**config.mk**
```make
export PLATFORM = sky130hd
export DESIGN_NAME = asa_smi_status
export DESIGN_NICKNAME = d
export VERILOG_FILES = /design/src/logic/asa_pkg.sv /design/src/logic/asa_smi_status.sv /design/src/logic/asa_sticky_flags.sv
export SDC_FILE = /design/constraint.sdc
export NUM_CORES = 1
export LEC_CHECK = 0
export ABC_AREA = 1
export BUFFER_PORTS_ARGS = -buffer_cell sky130_fd_sc_hd__buf_2
export CAP_MARGIN = 10
export CORE_ASPECT_RATIO = 1.1
export CORE_UTILIZATION = 35
export DETAILED_ROUTE_END_ITERATION = 10
export PLACE_DENSITY = 0.74
export SYNTH_ARGS = -nofsm -noshare
export SYNTH_HDL_FRONTEND = slang
export SYNTH_SLANG_ARGS = --single-unit
```
**constraint.sdc**
```tcl
create_clock -name clk -period 1.47 [get_ports clk]
set_clock_uncertainty 0.15 [all_clocks]
set_input_delay 0 -clock clk [delete_from_list [all_inputs] [get_ports clk]]
set_output_delay 0 -clock clk [all_outputs]
set_load 0.005 [all_outputs]
```
**src/logic/asa_pkg.sv**
```systemverilog
// Package for the audio SMI status aggregator: offsets, bit layout,
// reset values and the register-port request carrier.
// Assumes byte offsets relative to the audio memory base.
package asa_pkg;

  localparam int ADDR_W = 8;
  localparam int DATA_W = 32;
  localparam int STAT_W = 16;
  localparam int NUM_BM = 6;
  localparam int TRAP_W = 16;

  // Register offsets
  localparam logic [ADDR_W-1:0] OFF_CODEC_GPIO_CTL = 8'h00;
  localparam logic [ADDR_W-1:0] OFF_CODEC_SER_CTL  = 8'h08;
  localparam logic [ADDR_W-1:0] OFF_STAT_PRIMARY   = 8'h10;
  localparam logic [ADDR_W-1:0] OFF_STAT_MIRROR    = 8'h12;
  localparam logic [ADDR_W-1:0] OFF_TRAP_STAT      = 8'h14;

  // Enable bit positions in the codec control words
  localparam int BIT_GPIO_SMI_EN = 30;
  localparam int BIT_SER_SMI_EN  = 23;

  // Status bit positions
  localparam int BIT_IO_TRAP  = 0;
  localparam int BIT_CODEC    = 1;
  localparam int BIT_BM_FIRST = 2;
  localparam int CAUSE_W      = 8;

  // Reset values
  localparam logic [STAT_W-1:0] RST_STATUS = 16'h0000;
  localparam logic [TRAP_W-1:0] RST_TRAP   = 16'h0000;
  localparam logic [DATA_W-1:0] RD_ZERO    = 32'h0000_0000;

  // Register-port request
  typedef struct packed {
    logic              read;
    logic              write;
    logic [ADDR_W-1:0] addr;
    logic [DATA_W-1:0] wdata;
  } asa_mem_req_t;

endpackage : asa_pkg

```
**src/logic/asa_smi_status.sv**
```systemverilog
// Second-level audio SMI status: sticky cause bits, read-clear primary
// register, non-clearing mirror, trap detail register and top-level request.
// Reset leaves every flag, enable and the read word at zero.
// Codec control words keep only their enable bits.
// Assumes bus-master engines, codec link and trap decoder drive the inputs
// synchronously to clk and keep their end-of-page flags as levels.
`timescale 1ns/100ps
`default_nettype none
module asa_smi_status #(
  parameter int NUM_MASTERS = asa_pkg::NUM_BM
) (
  // Clock and reset
  input  wire logic                       clk,
  input  wire logic                       nrst,
  // Register port
  input  wire asa_pkg::asa_mem_req_t      memReq,
  output var  logic [asa_pkg::DATA_W-1:0] memRdata,
  // Bus-master engines
  input  wire logic [NUM_MASTERS-1:0]     bmEnable,
  input  wire logic [NUM_MASTERS-1:0]     bmEndOfPage,
  // Codec link
  input  wire logic                       codecSerialIrq,
  input  wire logic                       codecGpioIrq,
  // Trap decoder
  input  wire logic                       ioTrapHit,
  input  wire logic [asa_pkg::TRAP_W-1:0] ioTrapCause,
  // Top-level SMI status logic
  output var  logic                       smiRequest,
  output var  logic [asa_pkg::CAUSE_W-1:0] smiCause
);
  import asa_pkg::*;

  logic                   serSmiEn;
  logic                   gpioSmiEn;
  logic                   rdPrimary;
  logic                   rdTrap;
  logic                   wrSerCtl;
  logic                   wrGpioCtl;
  logic                   serEvent;
  logic                   gpioEvent;
  logic                   codecEvent;
  logic [NUM_MASTERS-1:0] bmSet;
  logic [STAT_W-1:0]      status;
  logic [STAT_W-1:0]      statusWord;
  logic [STAT_W-1:0]      statusSet;
  logic [STAT_W-1:0]      statusClear;
  logic [STAT_W-1:0]      bmBusy;
  logic [TRAP_W-1:0]      trapStatus;
  logic [TRAP_W-1:0]      trapSet;
  logic [TRAP_W-1:0]      trapClear;
  logic [DATA_W-1:0]      gpioCtlWord;
  logic [DATA_W-1:0]      serCtlWord;
  logic [DATA_W-1:0]      next_memRdata;

  // Mask of the implemented cause bits; bits 15:8 stay reserved
  function automatic logic [STAT_W-1:0] causeMask();
    causeMask = {{(STAT_W-CAUSE_W){1'b0}}, {CAUSE_W{1'b1}}};
  endfunction : causeMask

  // Read strobe decode for one offset
  function automatic logic rdHit(asa_mem_req_t r, logic [ADDR_W-1:0] off);
    rdHit = r.read && (r.addr == off);
  endfunction : rdHit

  // Write strobe decode for one offset
  function automatic logic wrHit(asa_mem_req_t r, logic [ADDR_W-1:0] off);
    wrHit = r.write && (r.addr == off);
  endfunction : wrHit

  // Strobes of the mapped offsets
  assign rdPrimary = rdHit(memReq, OFF_STAT_PRIMARY);
  assign rdTrap    = rdHit(memReq, OFF_TRAP_STAT);
  assign wrSerCtl  = wrHit(memReq, OFF_CODEC_SER_CTL);
  assign wrGpioCtl = wrHit(memReq, OFF_CODEC_GPIO_CTL);

  // Codec serial interrupt enable
  always_ff @(posedge clk or negedge nrst) begin
    if (!nrst) begin
      serSmiEn <= 1'b0;
    end else if (wrSerCtl) begin
      serSmiEn <= memReq.wdata[BIT_SER_SMI_EN];
    end
  end

  // Codec pin interrupt enable
  always_ff @(posedge clk or negedge nrst) begin
    if (!nrst) begin
      gpioSmiEn <= 1'b0;
    end else if (wrGpioCtl) begin
      gpioSmiEn <= memReq.wdata[BIT_GPIO_SMI_EN];
    end
  end

  // Control words as read back, other bits reading zero
  always_comb begin
    gpioCtlWord                  = RD_ZERO;
    serCtlWord                   = RD_ZERO;
    gpioCtlWord[BIT_GPIO_SMI_EN] = gpioSmiEn;
    serCtlWord[BIT_SER_SMI_EN]   = serSmiEn;
  end

  // Codec causes qualified by their enables
  assign serEvent   = codecSerialIrq && serSmiEn;
  assign gpioEvent  = codecGpioIrq && gpioSmiEn;
  assign codecEvent = serEvent || gpioEvent;

  // Level-sensitive: re-sets every cycle while an enabled master's page end is pending
  assign bmSet = bmEnable & bmEndOfPage;

  // Set terms of the status vector
  always_comb begin
    statusSet = '0;
    statusSet[BIT_IO_TRAP] = ioTrapHit;
    statusSet[BIT_CODEC]   = codecEvent;
    for (int i = 0; i < NUM_MASTERS; i++) begin
      // Bits 2..7 follow masters 0..5
      statusSet[BIT_BM_FIRST+i] = bmSet[i];
    end
  end

  // Clear terms: a primary read, minus masters still at end of page
  always_comb begin
    bmBusy      = '0;
    statusClear = '0;
    for (int i = 0; i < NUM_MASTERS; i++) begin
      bmBusy[BIT_BM_FIRST+i] = bmEndOfPage[i];
    end
    if (rdPrimary) begin
      statusClear = causeMask() & ~bmBusy;
    end
  end

  // Cause flags; set wins, so an event in the read cycle is kept
  asa_sticky_flags #(
    .WIDTH     (STAT_W)
  ) u_status (
    .clk       (clk),
    .nrst      (nrst),
    .setBits   (statusSet & causeMask()),
    .clearBits (statusClear),
    .flags     (status)
  );

  // Word shown at both status offsets
  assign statusWord = status & causeMask();

  // Trap detail gathered only in cycles that carry a trap
  assign trapSet = ioTrapHit ? ioTrapCause : RST_TRAP;

  // Trap detail, cleared when read
  assign trapClear = rdTrap ? ~RST_TRAP : RST_TRAP;

  // Trap detail flags
  asa_sticky_flags #(
    .WIDTH     (TRAP_W)
  ) u_trap (
    .clk       (clk),
    .nrst      (nrst),
    .setBits   (trapSet),
    .clearBits (trapClear),
    .flags     (trapStatus)
  );

  // Read data mux
  always_comb begin
    next_memRdata = RD_ZERO;
    if (memReq.read) begin
      case (memReq.addr)
        OFF_CODEC_GPIO_CTL: begin
          next_memRdata = gpioCtlWord;
        end
        OFF_CODEC_SER_CTL: begin
          next_memRdata = serCtlWord;
        end
        OFF_STAT_PRIMARY: begin
          next_memRdata[STAT_W-1:0] = statusWord;
        end
        OFF_STAT_MIRROR: begin
          next_memRdata[STAT_W-1:0] = statusWord;
        end
        OFF_TRAP_STAT: begin
          next_memRdata[TRAP_W-1:0] = trapStatus;
        end
        default: begin
          next_memRdata = RD_ZERO;
        end
      endcase
    end
  end

  // Held between reads so a slow reader still sees its word
  always_ff @(posedge clk or negedge nrst) begin
    if (!nrst) begin
      memRdata <= RD_ZERO;
    end else if (memReq.read) begin
      memRdata <= next_memRdata;
    end
  end

  // Request is an OR of flops, so it does not glitch toward the top
  assign smiCause   = status[CAUSE_W-1:0];
  assign smiRequest = |status;

endmodule : asa_smi_status
`default_nettype wire

```
**src/logic/asa_sticky_flags.sv**
```systemverilog
// Sticky flag vector: per-bit set and clear, set wins over clear.
// Assumes set and clear are synchronous to clk.
`timescale 1ns/100ps
`default_nettype none
module asa_sticky_flags #(
  parameter int WIDTH = 16
) (
  // Clock and reset
  input  wire logic             clk,
  input  wire logic             nrst,
  // Flag control
  input  wire logic [WIDTH-1:0] setBits,
  input  wire logic [WIDTH-1:0] clearBits,
  // Flag state
  output var  logic [WIDTH-1:0] flags
);

  // Set wins so an event in the clearing cycle is kept
  always_ff @(posedge clk or negedge nrst) begin
    if (!nrst) begin
      flags <= '0;
    end else begin
      flags <= (flags & ~clearBits) | setBits;
    end
  end

endmodule : asa_sticky_flags
`default_nettype wire

```
==> results.json <==
{
  "r2r-start": "gpioSmiEn",
  "crit_arrival_ns": 1.44,
  "critical_path_peak_fanout": 17,
  "areaGrowthSynthToFinish_pct": 48.8,
  "fin_nets": 456,
  "grt_pass1_wl_um": 8510,
  "cts_buffer_depth": 2,
  "cap_violations": 0,
  "fin_crit_sh_pct": 95.6,
  "rows": 29,
  "yosys.area.top_type": "dfrtp_1",
  "htree_num_levels": 2,
  "cp_slowest_stage_delay_ns": 0.56,
  "seq_area_frac_synth_pct": 53.0,
  "yosysUniqueCellTypes": 20,
  "hold_viol": 0,
  "antenna_found_initial": 0,
  "grt_pass1_vias": 1886,
  "wire_per_inst_um": 12.0,
  "avgViaCountPerCell": 4.54,
  "power_uw": 2240,
  "drtIter0Drc": 154,
  "p_leak_uw": 0.00151,
  "drive_gt1_share_pct": 23.6,
  "port-buffer-count": 71,
  "worstPathRequired_ns": 1.50,
  "async_reset_ff_share_pct": 100,
  "fp.coreArea_sq_um": 5730,
  "drc": 0,
  "dieArea_sq_um": 6240,
  "initial_core_util_pct": 36.2,
  "cts_made_buffers": 5,
  "worstSetupPathType": "in -> reg",
  "clkTransAtPathRegs_ns": 0.08,
  "dr.pass1.iters": 4,
  "gp_congestion": 0.783,
  "fin_tns_setup_ns": 0,
  "startpoint_type": "primary input",
  "synth-warning-count": 0,
  "layout_min_cycle_time_ns": 1.40,
  "io_pins": 116,
  "worstSetupEndpointType": "register",
  "dpl_cell_area_sq_um": 2440,
  "wirelength_um": 5500,
  "clock-sinks": 44,
  "synth_seq_cells": 44,
  "yosys-top-cells-count": "nand2_1, dfrtp_1, nand3_1",
  "startpoint": "ioTrapHit",
  "slew_viol_final": 0,
  "n_fill_cell": 540,
  "die_h_um": 82.8,
  "worstSkewPairLatency_ns": 0.29,
  "path_cells": "dlygate4sd3_1 -> buf_4 -> nand2_1 -> dlygate4sd3_1 -> nand2_1",
  "antenna_cells": 0,
  "vias": 2080,
  "synthCells": 253,
  "hold_start": "memReq[38]",
  "rsz0062_at_grt": "no",
  "synth_edf_count": 0,
  "avgSynthCellArea_sq_um": 8.20,
  "synth_top_area_share_pct": 53.0,
  "tightest_slew_ns": 0.550,
  "cts_root_buf": "clkbuf_8",
  "vdd_ir_drop_max_mv": 0.344,
  "hpwl_um": 3460,
  "netlist_top_cells_area": "dfrtp_1, nand2_1, nand3_1",
  "die_w_um": 75.4,
  "slowest_stage": "dlygate4sd3_1",
  "final_cell_area_sq_um": 3090,
  "hp-class": "in -> reg",
  "yosysMostFrequentCell": "nand2_1",
  "postRouteAntennaNets": 0,
  "overflow": 0,
  "setup_viol": 0,
  "grt_max_degree": 45,
  "grtUsageTotal_pct": 18.1,
  "syn_area_sq_um": 2080,
  "cellPowerDensity_nw_per_um2": 726,
  "status": "completed",
  "worst-path-buf-inv": 3,
  "fmax_mhz": 712,
  "cts_tree": "done",
  "crit_family": "buffers and inverters",
  "max_slew_margin_pct": 63.3,
  "ys_dominant_reg_cell": "dfrtp_1"
}
-- routing by layer --
metal	GRT usage, %	share of wire [%]	vias to the layer above	wire length, um
li1	-	-	1029	-
met1	22.6	41	986	2240
met2	31.2	53	52	2930
met3	2.54	3.4	13	188
met4	7.59	2.6	0	144
met5	0	0	-	0
-- logic make-up (layout without fill, tap and decap cells) --
family / after synthesis / in the layout / share of synthesized area (%)
compound gates: 31 / 31 / 7.90
buf+inv: 33 / 148 / 9.52
flops: 44 / 44 / 53.0
other cells: 1 / 14 / 0.181
simple gates: 144 / 144 / 29.4
-- flip-flops by register name, indices dropped and copies added (netlist names) --
register,count
u_status.flags,8
serSmiEn,1
gpioSmiEn,1
u_trap.flags,16
memRdata,18
-- path summary, 6_finish.rpt --
check	slack [ns]	cells after the start	to
max	0.07	5	u_trap.flags[14]
min	0.02	7	gpioSmiEn
max reg2reg	0.41	2	u_status.flags[1]
min reg2reg	0.33	2	memRdata[11]
max in group asynchronous	0.63	3	memRdata[1]
min in group asynchronous	0.16	3	memRdata[13]
-- metrics by stage --
| step | hold slack (ns) | setup WS, ns | utilization, % | cells |
|---|---|---|---|---|
| finish | 0.0176 | 0.0653 | 53.9 | 458 |
| CTS | 0.0114 | 0.0269 | 53.8 | 458 |
| global route | 0.0485 | 0.0197 | 53.9 | 458 |
| global placement | -0.0431 | 0.251 | 42.6 | 395 |
| floorplan | -0.446 | 0.477 | - | 266 |
| detailed placement | -0.0431 | 0.227 | 42.6 | 395 |
-- cells in the final DEF (no fill, tap or decap), drive strengths merged --
master and n:
clkbuf 5, nor2 9, dlygate4sd3 56, o21ai 28, clkinvlp 1, nand2 110, buf 74, dfrtp 44
o21bai 2, nor4 2, clkinv 2, nand3 23, inv 10, a22o 1, conb 14
-- layout make-up --
class / instances / area, sq um / area share (%)
Timing Repair Buffer: 130 / 941 / 30.5
Inverter: 11 / 41.3 / 1.34
Sequential cell: 44 / 1100 / 35.6
Tap cell: 77 / 96.3 / 3.12
Clock inverter: 2 / 12.5 / 0.405
Multi-Input combinational cell: 189 / 828 / 26.8
Clock buffer: 5 / 68.8 / 2.23
-- worst reg2reg max path: stages, from the launching register on --
cell,delay [ns]
dfrtp_1,0.40
a22o_1,0.24
o21bai_1,0.16
-- where the power goes --
part | switching (uW) | internal, uW
clock | 392 | 322
combinational | 138 | 161
sequential | 8.47 | 1220
total | 538 | 1700
-- repair_timing --
action | in CTS | in global routing
endpoints found under the setup margin | 0 | 18
gates resized for setup | 0 | 3
buffers inserted | 0 | 0
hold buffers | 56 | 0
endpoints found under the hold margin | 80 | 0
Note: power is estimated with default switching activity, not from simulation.
